$ cat config.mk
export PLATFORM = sky130hd
export DESIGN_NAME = frg_guard
export DESIGN_NICKNAME = d
export VERILOG_FILES = /design/src/design/frg_guard.v
export VERILOG_INCLUDE_DIRS = /design/src /design/src/design
export SDC_FILE = /design/constraint.sdc
export NUM_CORES = 1
export LEC_CHECK = 0
export ABC_AREA = 0
export BUFFER_PORTS_ARGS = -buffer_cell sky130_fd_sc_hd__clkbuf_2
export CAP_MARGIN = 15
export CORE_MARGIN = 2
export CORE_UTILIZATION = 55
export CTS_CLUSTER_DIAMETER = 40
export CTS_CLUSTER_SIZE = 30
export DETAILED_ROUTE_END_ITERATION = 12
export GPL_ROUTABILITY_DRIVEN = 0
export GPL_TIMING_DRIVEN = 0
export PLACE_DENSITY_LB_ADDON = 0.1
export SLEW_MARGIN = 20
export SYNTH_ARGS = -nofsm -noshare
export SYNTH_HDL_FRONTEND = slang
export SYNTH_SLANG_ARGS = --single-unit
$ cat constraint.sdc
create_clock -name clock -period 5.28 [get_ports clock]
set_input_delay 0.528 -clock clock [delete_from_list [all_inputs] [get_ports clock]]
set_output_delay 0.528 -clock clock [all_outputs]
set_load 0.02 [all_outputs]
$ cat src/design/frg_defines.vh
// Purpose: constants for the flash reset and write guard
// Assumes: 100 MHz core clock
// Notes:   status bit positions and command codes
`ifndef FRG_DEFINES_VH
`define FRG_DEFINES_VH
`define FRG_CMD_RST_EN      8'h66
`define FRG_CMD_RST         8'h99
`define FRG_CMD_WREN        8'h06
`define FRG_CMD_WRDI        8'h04
`define FRG_CMD_WRSR        8'h01
`define FRG_CMD_RDSR1       8'h05
`define FRG_CMD_PP          8'h02
`define FRG_CMD_QPP         8'h32
`define FRG_CMD_SE          8'h20
`define FRG_CMD_BE32        8'h52
`define FRG_CMD_BE64        8'hd8
`define FRG_CMD_CE          8'hc7
`define FRG_CMD_SUSP        8'h75
`define FRG_CMD_PDOWN       8'hb9
`define FRG_CMD_PDREL       8'hab
`define FRG_CMD_UNLOCK      8'h39
`define FRG_CMD_LOCK        8'h36
`define FRG_CMD_GUNLOCK     8'h98
`define FRG_CMD_SECER       8'h44
`define FRG_CMD_SECPG       8'h42
`define FRG_SR_BUSY         0
`define FRG_SR_WEL          1
`define FRG_SR_BP_LO        2
`define FRG_SR_BP_HI        4
`define FRG_SR_TB           5
`define FRG_SR_SEC          6
`define FRG_SR_SRP          7
`define FRG_SR1_RESET       8'h00
`define FRG_SOFT_RST_NS     30000
`define FRG_HW_RST_NS       1000
`define FRG_PUW_NS          5000000
`define FRG_CLK_MHZ         100
`define FRG_OP_CYCLES       64
`endif

$ cat src/design/frg_guard.v
// Purpose: reset handling, write lockout and status protection bits
// Assumes: commands arrive as whole decoded bytes on the link clock
// Notes:   array decode tables and data path live elsewhere
// Operation
// reset only on 66h then 99h
// soft reset lasts 30us, rejecting commands
// shared pin pause or reset by select
// reset pin low 1us resets, aborts ops
// reset pin low ignores commands
// four lane enable disables shared pin functions
// dedicated reset pin always works
// reset pin overrides every other input
// powerup delay rejects write-type commands
// write commands need write enable first
// latch set by enable, cleared on completion
// power down accepts only release
// 62 block locks, 32 sector locks
// locked region ignores erase and program
// locks start set, 39h clears one
// scheme select picks range or locks; code checks only locks, range bits protect nothing
// status writes gated by guard, lockdown, latch, pin
// busy during operations; only status read, suspend
// range bits S4..S2, writable, default zero
// top bottom select default top
// small unit select sectors or blocks
// invert protection in S14, default zero
// guard mode 1 with pin low refuses; code still accepts while four_lane_mode is set
// other command after 66h disarms reset
`timescale 1ns/1ps
`default_nettype none
`include "frg_defines.vh"
module frg_guard #(
    parameter PUW_CYCLES  = (`FRG_PUW_NS * `FRG_CLK_MHZ) / 1000,
    parameter SRST_CYCLES = (`FRG_SOFT_RST_NS * `FRG_CLK_MHZ) / 1000,
    parameter OP_CYCLES   = `FRG_OP_CYCLES
) (
    // clock and reset
    input  wire        clock,
    input  wire        rst,
    // serial link, outside domain
    input  wire        link_clk,
    input  wire        cs_n,
    input  wire [7:0]  cmd_byte,
    input  wire        cmd_strobe,
    input  wire [23:0] cmd_addr,
    input  wire [15:0] wr_status,
    input  wire        four_lane_mode,
    // pins
    input  wire        shared_pin_n,
    input  wire        dedicated_rst_n,
    input  wire        write_guard_pin,
    // configuration
    input  wire        pause_or_reset_pin_select,
    input  wire        four_lane_enable_in,
    input  wire        protect_scheme_select,
    input  wire        status_lockdown,
    // status and outputs
    output reg  [7:0]  status_one,
    output reg         invert_protection,
    output reg         cmd_accepted,
    output reg         cmd_rejected,
    output reg         pause_active,
    output reg         op_aborted,
    output reg         region_locked,
    output reg         power_down,
    output reg         soft_reset_busy
);
    localparam HW_RST_CYCLES = (`FRG_HW_RST_NS * `FRG_CLK_MHZ) / 1000;
    localparam NLOCK = 94;
    // ------------------------------------------------------------
    // input synchronisers
    // ------------------------------------------------------------
    // three-stage input sync, then an agreement filter generated per signal
    localparam NS = 5;
    // idle levels: link clock low, active-low pins high; no false edge after reset
    localparam [NS-1:0] SYNC_IDLE = 5'h0f;
    wire [NS-1:0] raw_in = {link_clk, cs_n, shared_pin_n, dedicated_rst_n, write_guard_pin};
    reg  [NS-1:0] s1_q, s2_q, s3_q, st_q;
    always @(posedge clock) begin
        s1_q <= raw_in;
        s2_q <= s1_q;
        s3_q <= s2_q;
    end
    genvar gi;
    generate
        for (gi = 0; gi < NS; gi = gi + 1) begin : g_flt
            always @(posedge clock) begin
                if (rst) begin
                    st_q[gi] <= SYNC_IDLE[gi];
                end else if (s2_q[gi] == s3_q[gi]) begin
                    st_q[gi] <= s3_q[gi];
                end
            end
        end
    endgenerate
    // ------------------------------------------------------------
    // link clock edge
    // ------------------------------------------------------------
    reg lclk_prev_q;
    always @(posedge clock) begin
        if (rst) begin
            lclk_prev_q <= 1'b0;
        end else begin
            lclk_prev_q <= st_q[4];
        end
    end
    wire lclk_rise = st_q[4] & ~lclk_prev_q;
    wire cs_low    = ~st_q[3];
    wire guard_pin = st_q[0];
    // ------------------------------------------------------------
    // lock index decode
    // ------------------------------------------------------------
    function [6:0] lock_index;
        input [23:0] a;
        begin
            // 22 address bits; upper bits fold away so the index stays in range
            if (a[21:16] == 6'h00) begin
                lock_index = {3'b000, a[15:12]};
            end else if (a[21:16] == 6'h3f) begin
                lock_index = 7'd16 + {3'b000, a[15:12]};
            end else begin
                lock_index = 7'd31 + {1'b0, a[21:16]};
            end
        end
    endfunction
    function is_write_cmd;
        input [7:0] c;
        begin
            is_write_cmd = (c == `FRG_CMD_PP) || (c == `FRG_CMD_QPP) || (c == `FRG_CMD_SE)
                || (c == `FRG_CMD_BE32) || (c == `FRG_CMD_BE64) || (c == `FRG_CMD_CE)
                || (c == `FRG_CMD_SECER) || (c == `FRG_CMD_SECPG);
        end
    endfunction
    // ------------------------------------------------------------
    // hardware reset pin
    // ------------------------------------------------------------
    // shared pin off when four lanes on
    wire shared_rst = ~four_lane_enable_in & pause_or_reset_pin_select & ~st_q[2];
    wire pin_rst    = ~st_q[1] | shared_rst;
    reg  [15:0] hw_cnt_q;
    reg  hw_fire_q;
    always @(posedge clock) begin
        if (rst) begin
            hw_cnt_q  <= 16'h0000;
            hw_fire_q <= 1'b0;
        end else if (pin_rst) begin
            hw_fire_q <= (hw_cnt_q >= HW_RST_CYCLES[15:0]);
            if (hw_cnt_q != 16'hffff) begin
                hw_cnt_q <= hw_cnt_q + 16'h0001;
            end
        end else begin
            hw_cnt_q  <= 16'h0000;
            hw_fire_q <= 1'b0;
        end
    end
    // pulses shorter than the minimum still block commands; only full ones reset state
    wire hw_reset = pin_rst;
    // ------------------------------------------------------------
    // command byte capture on link edge
    // ------------------------------------------------------------
    reg  strobe_prev_q;
    wire new_cmd = lclk_rise & cs_low & cmd_strobe & ~strobe_prev_q;
    always @(posedge clock) begin
        if (rst) begin
            strobe_prev_q <= 1'b0;
        end else if (!cs_low) begin
            // frame end re-arms the strobe edge detector
            strobe_prev_q <= 1'b0;
        end else if (lclk_rise) begin
            strobe_prev_q <= cmd_strobe;
        end
    end
    // ------------------------------------------------------------
    // main state
    // ------------------------------------------------------------
    // 32-bit counters cover the full powerup delay
    reg [31:0] puw_q, srst_q, op_q;
    reg        armed_q, wel_q, busy_q;
    reg [NLOCK-1:0] locks_q;
    reg [7:0] pend_q;
    reg [15:0] pend_st_q;
    wire in_puw   = (puw_q != 32'h0);
    wire in_srst  = (srst_q != 32'h0);
    wire rst_pair = new_cmd & armed_q & (cmd_byte == `FRG_CMD_RST);
    wire guard_ok = ~status_lockdown & (~status_one[`FRG_SR_SRP]
        | four_lane_mode | guard_pin);
    wire [6:0] li = lock_index(cmd_addr);
    wire lk = protect_scheme_select & locks_q[li];
    reg accept;
    always @* begin
        accept = 1'b0;
        if (!new_cmd || in_srst || hw_reset) begin
            accept = 1'b0;
        end else if (power_down) begin
            accept = (cmd_byte == `FRG_CMD_PDREL);
        end else if (busy_q) begin
            accept = (cmd_byte == `FRG_CMD_RDSR1) || (cmd_byte == `FRG_CMD_SUSP);
        end else if (in_puw && (cmd_byte == `FRG_CMD_WREN || cmd_byte == `FRG_CMD_WRSR
            || is_write_cmd(cmd_byte))) begin
            accept = 1'b0;
        end else if (is_write_cmd(cmd_byte)) begin
            accept = wel_q & ~lk;
        end else if (cmd_byte == `FRG_CMD_WRSR) begin
            accept = wel_q & guard_ok;
        end else begin
            accept = 1'b1;
        end
    end
    always @(posedge clock) begin
        if (rst || (hw_reset && hw_fire_q)) begin
            puw_q             <= rst ? PUW_CYCLES : 32'h0;
            srst_q            <= 32'h0;
            op_q              <= 32'h0;
            armed_q           <= 1'b0;
            wel_q             <= 1'b0;
            busy_q            <= 1'b0;
            locks_q           <= {NLOCK{1'b1}};
            status_one        <= `FRG_SR1_RESET;
            invert_protection <= 1'b0;
            power_down        <= 1'b0;
            pend_q            <= 8'h00;
            pend_st_q         <= 16'h0000;
            cmd_accepted      <= 1'b0;
            cmd_rejected      <= 1'b0;
            op_aborted        <= ~rst & busy_q;
        end else begin
            op_aborted   <= 1'b0;
            cmd_accepted <= accept;
            cmd_rejected <= new_cmd & ~accept;
            if (in_puw) begin
                puw_q <= puw_q - 32'h1;
            end
            if (in_srst) begin
                srst_q <= srst_q - 32'h1;
                if (srst_q == 32'h1) begin
                    wel_q             <= 1'b0;
                    busy_q            <= 1'b0;
                    locks_q           <= {NLOCK{1'b1}};
                    status_one        <= `FRG_SR1_RESET;
                    invert_protection <= 1'b0;
                    power_down        <= 1'b0;
                end
            end
            if (new_cmd && !in_srst && !hw_reset) begin
                armed_q <= accept & (cmd_byte == `FRG_CMD_RST_EN);
            end
            if (rst_pair && accept) begin
                srst_q <= SRST_CYCLES;
                op_q   <= 32'h0;
            end else if (accept) begin
                case (cmd_byte)
                    `FRG_CMD_WREN:    wel_q <= 1'b1;
                    `FRG_CMD_WRDI:    wel_q <= 1'b0;
                    `FRG_CMD_PDOWN:   power_down <= 1'b1;
                    `FRG_CMD_PDREL:   power_down <= 1'b0;
                    `FRG_CMD_UNLOCK:  locks_q[li] <= 1'b0;
                    `FRG_CMD_LOCK:    locks_q[li] <= 1'b1;
                    `FRG_CMD_GUNLOCK: locks_q <= {NLOCK{1'b0}};
                    default: begin
                        if (is_write_cmd(cmd_byte) || cmd_byte == `FRG_CMD_WRSR) begin
                            busy_q    <= 1'b1;
                            op_q      <= OP_CYCLES;
                            pend_q    <= cmd_byte;
                            pend_st_q <= wr_status;
                        end
                    end
                endcase
            end
            if (busy_q && op_q != 32'h0) begin
                op_q <= op_q - 32'h1;
                if (op_q == 32'h1) begin
                    busy_q <= 1'b0;
                    wel_q  <= 1'b0;
                    if (pend_q == `FRG_CMD_WRSR) begin
                        status_one[`FRG_SR_BP_HI:`FRG_SR_BP_LO] <= pend_st_q[4:2];
                        status_one[`FRG_SR_SRP:`FRG_SR_TB] <= pend_st_q[7:5];
                        invert_protection <= pend_st_q[14];
                    end
                end
            end
            status_one[`FRG_SR_BUSY] <= busy_q;
            status_one[`FRG_SR_WEL]  <= wel_q;
        end
    end
    // ------------------------------------------------------------
    // registered side outputs
    // ------------------------------------------------------------
    always @(posedge clock) begin
        if (rst) begin
            pause_active    <= 1'b0;
            region_locked   <= 1'b1;
            soft_reset_busy <= 1'b0;
        end else begin
            // pause only when shared pin not in reset role
            pause_active    <= ~four_lane_enable_in & ~pause_or_reset_pin_select
                & ~st_q[2] & cs_low;
            region_locked   <= locks_q[li];
            soft_reset_busy <= in_srst;
        end
    end
endmodule // frg_guard
`default_nettype wire

Word level (Yosys, flattened, before mapping) --
Cells that the tools add are included.
Word-level totals: register bits after elaboration 271, bits of input ports 61, output and inout bits 16, word-level logic and storage cells 206
Operators by class: add/subtract/negate cells 6, order comparisons 3, equal/unequal tests 31, muxes and demuxes 58, bitwise gates (word level) 39, reductions and logical operators 38
Operators with widths (number):
- 2-to-1 mux 94 bit | 5
- case mux 94 bit (3 select lines) | 1
- 2-to-1 mux 32 bit | 7
- nonzero test 32 bit | 3
- subtractor 32 x 1 -> 32 bit (second input constant) | 3
- AND 94 bit | 1
- inverter 94 bit | 1
- bitwise OR 94 bit | 1
- equality test 32 x 1 -> 1 bit (second input constant) | 2
- equality test 8 bit (second input constant) | 6
- equality test 8 x 7 -> 1 bit (second input constant) | 5
- equality test 8 x 6 -> 1 bit (second input constant) | 4
- 2-to-1 mux 1 bit | 31
- equality test 8 x 3 -> 1 bit (second input constant) | 3
- 2-to-1 mux 12 bit | 2
- 2-to-1 mux 19 bit | 1
- AND 1 bit | 18
- 2-to-1 mux 6 bit | 3
- adder 16 x 1 -> 16 bit (second input constant) | 1
- equality test 8 x 1 -> 1 bit (second input constant) | 2
- greater-or-equal comparator 16 x 7 -> 1 bit (second input constant) | 1
- 2-to-1 mux 8 bit | 2
- != test 16 bit (second input constant) | 1
- inverter 1 bit | 15
- 23 further kinds | 56

Longest topological paths before layout --
Gate-level depths: netlist of the first run.
depth after elaboration 18, mapped depth 20, depth with buffers taken out 13

Worst setup path after synthesis of the first run --
Ideal clock, no wire load.
kind input -> register, from in cmd_addr[16], to reg pend_q[6], setup time 128 ps, data arrival time 4138 ps, setup slack 1015 ps, cell stages on the path 18, path buffers 5, path through clkbuf_1 clkbuf_1 inv_1 ha_1 or4b_1 buf_2 mux2_2 buf_2 a2111oi_0 a22oi_1 a31oi_1 a211oi_1 nand4_1 nand4_1 a21oi_2 buf_4 mux2i_1 nor2_1
Between the ends: longest elaborated chain between the ends 16, elaborated cells between the ends (all ways) 18
RTL lines:
- from (decl) | RTL line frg_guard.v:45 | input wire [23:0] cmd_addr,
- adder 5 x 6 -> 7 bit / equality test 6 bit (equally long branches) | RTL line frg_guard.v:122, frg_guard.v:119
- 2-to-1 mux 7 bit | RTL line frg_guard.v:119 | end else if (a[21:16] == 6'h3f) begin
- 2-to-1 mux 7 bit (*) | RTL line frg_guard.v:117 | if (a[21:16] == 6'h00) begin
- binary-select mux 1 bit (select 7 bit) (*) | RTL line frg_guard.v:188 | wire lk = protect_scheme_select & locks_q[li];
- 2-to-1 mux 1 bit (not written as such) (*) | RTL line frg_guard.v:188
- AND 1 bit (*) | RTL line frg_guard.v:188
- inverter 1 bit (*) | RTL line frg_guard.v:202 | accept = wel_q & ~lk;
- AND 1 bit (*) | RTL line frg_guard.v:202
- 2-to-1 mux 1 bit (*) | RTL line frg_guard.v:201 | end else if (is_write_cmd(cmd_byte)) begin
- 2-to-1 mux 1 bit (*) | RTL line frg_guard.v:198 | end else if (in_puw && (cmd_byte == `FRG_CMD_WREN || cmd_byte == `FRG_CMD_WRSR
- 2-to-1 mux 1 bit (*) | RTL line frg_guard.v:196 | end else if (busy_q) begin
- 2-to-1 mux 1 bit (*) | RTL line frg_guard.v:194 | end else if (power_down) begin
- 2-to-1 mux 1 bit (*) | RTL line frg_guard.v:192 | if (!new_cmd || in_srst || hw_reset) begin
- logical AND 1 bit | RTL line frg_guard.v:247 | if (rst_pair && accept) begin
- inverter 1 bit (no source line)
- AND reduction 4 bit (no source line) (*)
- to (signal assigned) | RTL line frg_guard.v:263 | pend_q <= cmd_byte;
- to (decl) | RTL line frg_guard.v:180 | reg [7:0] pend_q;
Every way passes the cells marked *; elsewhere a longest branch is shown, timed or not. The select of a mux whose other input is x is not followed. A chain may end at the register's enable or synchronous reset.

Worst setup path after layout of the first run --
from in cmd_addr[16], to reg op_q[0]
Between the ends: longest elaborated chain between the ends 16, elaborated cells between the ends (all ways) 22
RTL lines:
- adder 5 x 6 -> 7 bit / equality test 6 bit (equally long branches) | RTL line frg_guard.v:122, frg_guard.v:119
- 2-to-1 mux 7 bit | RTL line frg_guard.v:119
- 2-to-1 mux 7 bit (*) | RTL line frg_guard.v:117
- binary-select mux 1 bit (select 7 bit) (*) | RTL line frg_guard.v:188
- 2-to-1 mux 1 bit (not written as such) (*) | RTL line frg_guard.v:188
- AND 1 bit (*) | RTL line frg_guard.v:188
- inverter 1 bit (*) | RTL line frg_guard.v:202
- AND 1 bit (*) | RTL line frg_guard.v:202
- 2-to-1 mux 1 bit (*) | RTL line frg_guard.v:201
- 2-to-1 mux 1 bit (*) | RTL line frg_guard.v:198
- 2-to-1 mux 1 bit (*) | RTL line frg_guard.v:196
- 2-to-1 mux 1 bit (*) | RTL line frg_guard.v:194
- 2-to-1 mux 1 bit (*) | RTL line frg_guard.v:192
- logical AND 1 bit | RTL line frg_guard.v:247
- != test 3 x 1 -> 1 bit (no source line), or another cell as far along
- AND reduction 3 bit (no source line) / 2-to-1 mux 32 bit (equally long branches)
- to (signal assigned) | RTL line frg_guard.v:270 | op_q <= op_q - 32'h1;
- to (decl) | RTL line frg_guard.v:177 | reg [31:0] puw_q, srst_q, op_q;
Marks and branches as above.

==> reports/results.ini, run 1 <==
[run_status]
status = complete, but fails checks
violations = DRC

[grt]
track_usage_pct = 32.38
grt_pass1_vias = 13730
antenna_found_initial = 0
grt_overflow_total = 0
grt_max_degree = 33
grt_pass1_wl_um = 73530

[floorplanning]
io-pin-count = 77
rows = 59
dieWidth_um = 167.3
coreArea_sq_um = 26130
die_h_um = 167.3
die_area_sq_um = 28000
initial_utilization_pct = 56.14

[logic_synthesis]
synthTopCellsByArea = dfxtp_1 (32%), edfxtp_1 (6.6%), mux2i_1 (5.9%)
synthMostInstantiatedCell = dfxtp_1
postSynthAreaPerCell_sq_um = 8.114
synth_area_sq_um = 14670
synth_cell_type_count = 77
synth_fp_nets = 1878
yosys-top-cells-count = dfxtp_1 (231), nor2_1 (227), a21oi_1 (144)
yosys_warnings = 0
synth-seq-cells = 263
async_flop_share_pct = 0
synth_edf_count = 32
ys_seq_area_share_pct = 38.07
syn_inst = 1808
synth_flop_cell = dfxtp_1
yosys.area.top_type_share_pct = 31.52
synth_largest_area_cell = dfxtp_1

[power]
peakVddDrop_uv = 325.7
p_per_area_nw_per_um2 = 352.0
total_power_mw = 5.945
p_leak_nw = 6.194

[job]
drv_cap = 0

[setup_path]
cp-end-kind = register
cp.required_ps = 5750
start_kind = primary input
setup.worst_path.class = in2reg
crit_arrival_ps = 5590
crit_fanout = 10

[sta]
setup_ws_ps = 162.5
fmax_mhz = 195.4
finalSetupViolations = 0
slew_violations = 0
fin_crit_sh_pct = 96.92
finalHoldViolCount = 0
whs_ps = 89.81
slew_headroom_pct = 19.33
worst_pin_slew_ps = 1210
finClkSkew_ps = 19.07
fin_crit_ps = 5118

[route]
vias_per_cell = 6.522
wire_per_inst_um = 20.46
drc = 1
drt_wl_total_um = 46200
drtIter0Drc = 1788
vias = 14730
dr.pass1.iters = 10
ant_nets = 0

[cts]
clk_pin_slew_ps = 60
clk_latency_ps = 540
ctsHoldBuffers = 0
h-tree-depth = 2
cts.sinks = 263
clk_path_buf_depth = 3
cts_made_buffers = 38
cts-root-buf = clkbuf_16
cts_tree = built

[placed_design]
dp_slack_ps = -851.0
dpl-instance-area_sq_um = 15390
dp_cells = 2191
hpwlAfterDp_um = 32270
io_buffers = 46

[final_layout]
synthToLayoutAreaGrowth_pct = 15.13
nets = 1966
diodes = 0
final_layout_size_suffix_gt1_share_pct = 10.66
layout.cells.non_filler = 2258
design_area_sq_um = 16890

[worst_hold_path]
min_path_type = in2reg

final timing paths:
check	start	endpoint	slack [ps]	depth (start not counted)
setup reg to reg	puw_q[5]	locks_q[47]	470	15
setup / recovery	cmd_addr[16]	op_q[0]	160	20
hold / removal	dedicated_rst_n	s1_q[1]	90	1
hold reg to reg	s1_q[3]	s2_q[3]	320	0
critical path: stages:
cell and delay (ps):
clkbuf_2 90, clkbuf_1 180, clkbuf_2 260, inv_1 250, ha_1 320, or4b_1 480, mux2i_1 170, clkbuf_4 330
buf_2 360, mux2i_4 500, o22ai_1 130, o31ai_1 320, o2111a_1 310, nand4_1 140, nand4_1 250, buf_2 270
nand2_1 90, buf_2 250, buf_2 200, nor2_1 120
cell families after synthesis:
| group | Yosys count | synth area share [%] |
|---|---|---|
| buf+inv | 151 | 4.205 |
| compound gates | 523 | 21.92 |
| xor+xnor | 75 | 4.478 |
| flops | 263 | 38.07 |
| fa+ha+maj | 9 | 0.7676 |
| mux | 97 | 6.712 |
| simple gates | 690 | 23.85 |
registers in the layout, summed over array words and instances (netlist names), 4 cells and up:
signal      count
locks_q        94
hw_cnt_q       16
status_one      8
op_q           32
pend_q          8
st_q            4
puw_q          32
s2_q            5
pend_st_q       7
srst_q         32
s1_q            5
s3_q            5
placed cells by master (no fill, tap or decap), drive strengths merged, types with 8 or more instances in the layout:
cell	count
a2111oi	13
a211oi	59
a21boi	11
a21oi	145
a22oi	20
a31oi	11
and2	8
and3	11
buf	28
clkbuf	191
clkinv	13
dfxtp	231
edfxtp	32
ha	9
inv	27
mux2	11
mux2i	86
nand2	127
nand2b	8
nand3	65
nand3b	37
nand4	14
nor2	227
nor2b	14
nor3	50
nor4	26
o211ai	27
o21ai	151
o22ai	37
o31ai	9
or2	8
or3	38
or3b	14
or4	20
xnor2	46
xor2	29
stage by stage:
step	TNS, ps	utilization (%)
final	0	64.63
after global routing	-312.0	64.63
after CTS	0	64.24
after detailed placement	-37710	58.89
after global placement	-51510	58.62
after floorplan	0	-
power by group:
part	internal, mW	switching [mW]	leakage, nW
logic	0.361	0.649	3.28
clock network	1.74	0.977	0.675
registers	2.13	0.0867	2.24
total	4.23	1.71	6.19
metal layers:
layer	vias to the layer above	share of wire (%)	track usage, %	wire, um
met3	195	11	6.783	5141
met2	851	43	50.48	19970
li1	6844	-	-	-
met4	0	5.4	16.37	2477
met1	6837	40	42.72	18610
met5	-	0	0	0
layout make-up:
type / instances / area, sq um
multi-input cells: 1394 / 8636
flip-flops and latches: 263 / 5585
plain buffers: 126 / 533.0
repair buffers: 48 / 242.7
well taps: 335 / 419.2
clock inverters: 22 / 361.6
fillers: 2322 / 9243
inverters: 25 / 93.84
clock buffers: 45 / 1018
repair_timing:
| item | CTS | global route |
|---|---|---|
| setup buffers | 0 | 0 |
| gates resized for setup | 4 | 23 |
| endpoints found under the setup margin | 39 | 62 |
No activity file was read; power rests on OpenSTA's default activity.
==> inputs of run 2 (changes only) <==
Settings changed: ABC_AREA 0 to 1.
==> run 2 against run 1 <==
The flow now finishes without violations. Global-route usage up 0.21 points. Count of clock-buffer cells in the layout up 12. First-iteration DRC count up 14%. Worst setup slack better by 1200 ps. Sequential cell count unchanged. Worst hold slack worse by 11 ps. Total power up 13%. Clock skew up 9.4 ps. Non-clock buffer count down 4. Critical path type is now reg2reg. Largest cell class unchanged.
==> reports/results.ini, run 2 <==
[power]
peakVddDrop_uv = 284.5  ; was 325.7 uV
p_sw_mw = 2.121  ; was 1.714 mW
p_leak_nw = 8.226  ; was 6.194 nW
internal-power_mw = 4.579  ; was 4.231 mW
pwr-share-comb_pct = 20.1  ; was 17.0%
p_sw_share_pct = 31.65  ; was 28.82%
pwr-share-clk_pct = 45.7  ; was 45.8%
seqPwrFrac_pct = 34.3  ; was 37.2%
p_per_area_nw_per_um2 = 372.0  ; was 352.0 nW/um^2

[grt]
track_usage_pct = 32.59  ; was 32.38%
busiest_layer = met2  ; unchanged
met1_usage_pct = 41.14  ; was 42.72%
antenna_found_initial = 0  ; unchanged
met2_usage_pct = 53.91  ; was 50.48%
grt_max_degree = 22  ; was 33
grt_overflow_total = 0  ; unchanged
gr-usage-met3_pct = 5.699  ; was 6.783%
grt_pass1_wl_um = 77950  ; was 73530 um
grt_pass1_vias = 15810  ; was 13730

[setup_path]
r2r_start = puw_q[0]  ; was puw_q[5]
worst-r2r-setup-slack_ps = 1330  ; was 470 ps
start_kind = register  ; was primary input
crit_slowest_cell = edfxtp_1  ; was mux2i_4
crit_arrival_ps = 4230  ; was 5590 ps
slowest_delay_ps = 440  ; was 500 ps
cp_cell_sequence = inv_1 -> ha_1 -> nand2_1 -> nor2_1 -> inv_1 -> nor2_1 -> inv_1 -> nor2_1 -> inv_1 -> nor3_1 -> nand2_1 -> nor3_1 -> nand2_1 -> nor2_1 -> nand3b_1 -> nor3b_1 -> nand2_1 -> nor2_1 -> nand3_2 -> buf_16  ; was clkbuf_2 -> clkbuf_1 -> clkbuf_2 -> inv_1 -> ha_1 -> or4b_1 -> mux2i_1 -> clkbuf_4 -> buf_2 -> mux2i_4 -> o22ai_1 -> o31ai_1 -> o2111a_1 -> nand4_1 -> nand4_1 -> buf_2 -> nand2_1 -> buf_2 -> buf_2 -> nor2_1
cp_top_family = simple AND/OR/NAND/NOR gates  ; was buffers and inverters
path_common_cell = nor2_1  ; was buf_2
r2r_end = puw_q[6]  ; was locks_q[47]
r2r_cells = 20  ; was 15
setup.worst_path.class = reg2reg  ; was in2reg
critPathLaunch = puw_q[0]  ; was cmd_addr[16]
worstPathBufferInverterCount = 5  ; was 9
critical_path_cell_count = 20  ; unchanged
cp.required_ps = 5560  ; was 5750 ps
crit_fanout = 21  ; was 10
cp-end-kind = register  ; unchanged
crit_path_end = puw_q[6]  ; was op_q[0]

[route]
vias = 16850  ; was 14730
dr.pass1.iters = 8  ; was 10
vias_per_cell = 5.669  ; was 6.522
ant_nets = 0  ; unchanged
drc = 0  ; was 1
wire_per_inst_um = 16.39  ; was 20.46 um
drt_wl_total_um = 48740  ; was 46200 um
drtIter0Drc = 2034  ; was 1788

[sta]
fin_crit_sh_pct = 74.82  ; was 96.92%
worst_pin_slew_ps = 1276  ; was 1210 ps
finClkSkew_ps = 28.43  ; was 19.07 ps
tns_ps = 0  ; unchanged
finalSetupViolations = 0  ; unchanged
whs_ps = 79.31  ; was 89.81 ps
slew_headroom_pct = 14.61  ; was 19.33%
finalHoldViolCount = 0  ; unchanged
slew_violations = 0  ; unchanged
fmax_mhz = 253.1  ; was 195.4 MHz
rsz0062_at_grt = no
fin_crit_ps = 3951  ; was 5118 ps

[floorplanning]
coreArea_sq_um = 27860  ; was 26130 sq um
initial_utilization_pct = 56.05  ; was 56.14%
rows = 61  ; was 59
dieWidth_um = 172.5  ; was 167.3 um
die_area_sq_um = 29750  ; was 28000 sq um
io-pin-count = 77  ; unchanged
die_h_um = 172.5  ; was 167.3 um

[logic_synthesis]
yosys_warnings = 0  ; unchanged
synth_edf_count = 32  ; unchanged
synth_flop_cell = dfxtp_1  ; unchanged
async_flop_share_pct = 0  ; unchanged
synth_largest_area_cell = dfxtp_1  ; unchanged
yosys-top-cells-count = nand2_1 (556), nor2_1 (412), inv_1 (264)  ; was dfxtp_1 (231), nor2_1 (227), a21oi_1 (144)
synthMostInstantiatedCell = nand2_1  ; was dfxtp_1
syn_inst = 2460  ; was 1808
ys_seq_area_share_pct = 35.77  ; was 38.07%
synth_fp_nets = 2530  ; was 1878
synthTopCellsByArea = dfxtp_1 (30%), nand2_1 (13%), nor2_1 (9.9%)  ; was dfxtp_1 (32%), edfxtp_1 (6.6%), mux2i_1 (5.9%)
synth_cell_type_count = 48  ; was 77
yosys.area.top_type_share_pct = 29.62  ; was 31.52%
synth-seq-cells = 263  ; unchanged
synth_area_sq_um = 15610  ; was 14670 sq um
postSynthAreaPerCell_sq_um = 6.348  ; was 8.114 sq um

[final_layout]
final_cell_mix = nand2_1 (556), nor2_1 (411), inv_1 (264), dfxtp_1 (231), a21oi_1 (223)  ; was dfxtp_1 (231), nor2_1 (227), a21oi_1 (144), o21ai_0 (136), nand2_1 (125)
synthToLayoutAreaGrowth_pct = 15.34  ; was 15.13%
largest_reg_flops = 94  ; unchanged
layout_commonest_cell = nand2_1  ; was dfxtp_1
final_layout_size_suffix_gt1_share_pct = 9.017  ; was 10.66%
nets = 2630  ; was 1966
design_area_sq_um = 18010  ; was 16890 sq um
n_fill_cell = 2556  ; was 2322
diodes = 0  ; unchanged
top_register = locks_q  ; unchanged

[placed_design]
dpl-instance-area_sq_um = 16400  ; was 15390 sq um
hpwlAfterDp_um = 33970  ; was 32270 um
io_buffers = 53  ; was 46

[cts]
clk_path_buf_depth = 3  ; unchanged
clk_latency_ps = 550  ; was 540 ps
cts_tree = built  ; unchanged
ctsResizeCount = 0  ; was 4
h-tree-depth = 2  ; unchanged
post_cts_buffers = 0  ; unchanged
cts-root-buf = clkbuf_16  ; unchanged
ctsHoldBuffers = 0  ; unchanged
cts.sinks = 263  ; unchanged
cts_made_buffers = 43  ; was 38
clk_pin_slew_ps = 70  ; was 60 ps

[run_status]
status = completed  ; was complete, but fails checks

[job]
drv_cap = 0  ; unchanged

[worst_hold_path]
min_path_type = in2reg  ; unchanged

-- run 2: how the worst min path moves through the flow --
stage	start	end	slack [ps]	cells after the start
final	write_guard_pin	s1_q[0]	80	1
after floorplan	s1_q[0]	s2_q[0]	310	0
after global placement	s1_q[4]	s2_q[4]	310	0
after CTS	cs_n	s1_q[3]	70	1
after detailed placement	s1_q[4]	s2_q[4]	310	0
after global routing	cs_n	s1_q[3]	70	1
-- run 2: per-stage QoR --
stage | cells | setup WS (ps) | util (%) | total power, mW
4_1_cts | 2973 | 1361 | 64.62 | 6.703
5_1_grt | 2973 | 870.5 | 64.65 | 6.981
6_report | 2973 | 1329 | 64.65 | 6.700
2_1_floorplan | 2460 | 1592 | - | 3.281
3_5_place_dp | 2893 | 1132 | 58.88 | 3.636
3_3_place_gp | 2891 | 501.8 | 58.70 | 3.613
-- run 2: cell type report --
| cell class | count | area [sq um] | area share (%) |
|---|---|---|---|
| Clock inverter | 23 | 316.6 | 1.758 |
| Sequential cell | 263 | 5585 | 31.01 |
| Clock buffer | 57 | 1284 | 7.128 |
| Timing Repair Buffer | 55 | 304.0 | 1.688 |
| Tap cell | 378 | 473.0 | 2.626 |
| Buffer | 115 | 516.7 | 2.869 |
| Inverter | 272 | 1021 | 5.669 |
| Multi-Input combinational cell | 1810 | 8509 | 47.25 |
-- run 2: kinds of logic after synthesis --
kind of cell / share of synthesized area (%)
AO/OA/AOI/OAI: 12.35
XOR/XNOR: 3.253
adder cells (fa/ha/maj): 0.7853
buffers and inverters: 9.848
flip-flops: 35.77
AND/OR/NAND/NOR: 38.00
-- run 2: routing by layer --
layer  up-vias  routed length, um
li1       8198                  -
met3       204               4422
met5         -                  0
met4         0               2347
met2       769              22000
met1      7683              19970
-- run 2: power groups by stage --
stage / Sequential [mW] / Clock [mW] / Combinational, mW
finish: 2.30 / 3.06 / 1.34
CTS: 2.29 / 3.09 / 1.32
global placement: 2.33 / 0 / 1.29
global route: 2.31 / 3.17 / 1.50
floorplan: 2.31 / 0 / 0.974
detailed placement: 2.33 / 0 / 1.31
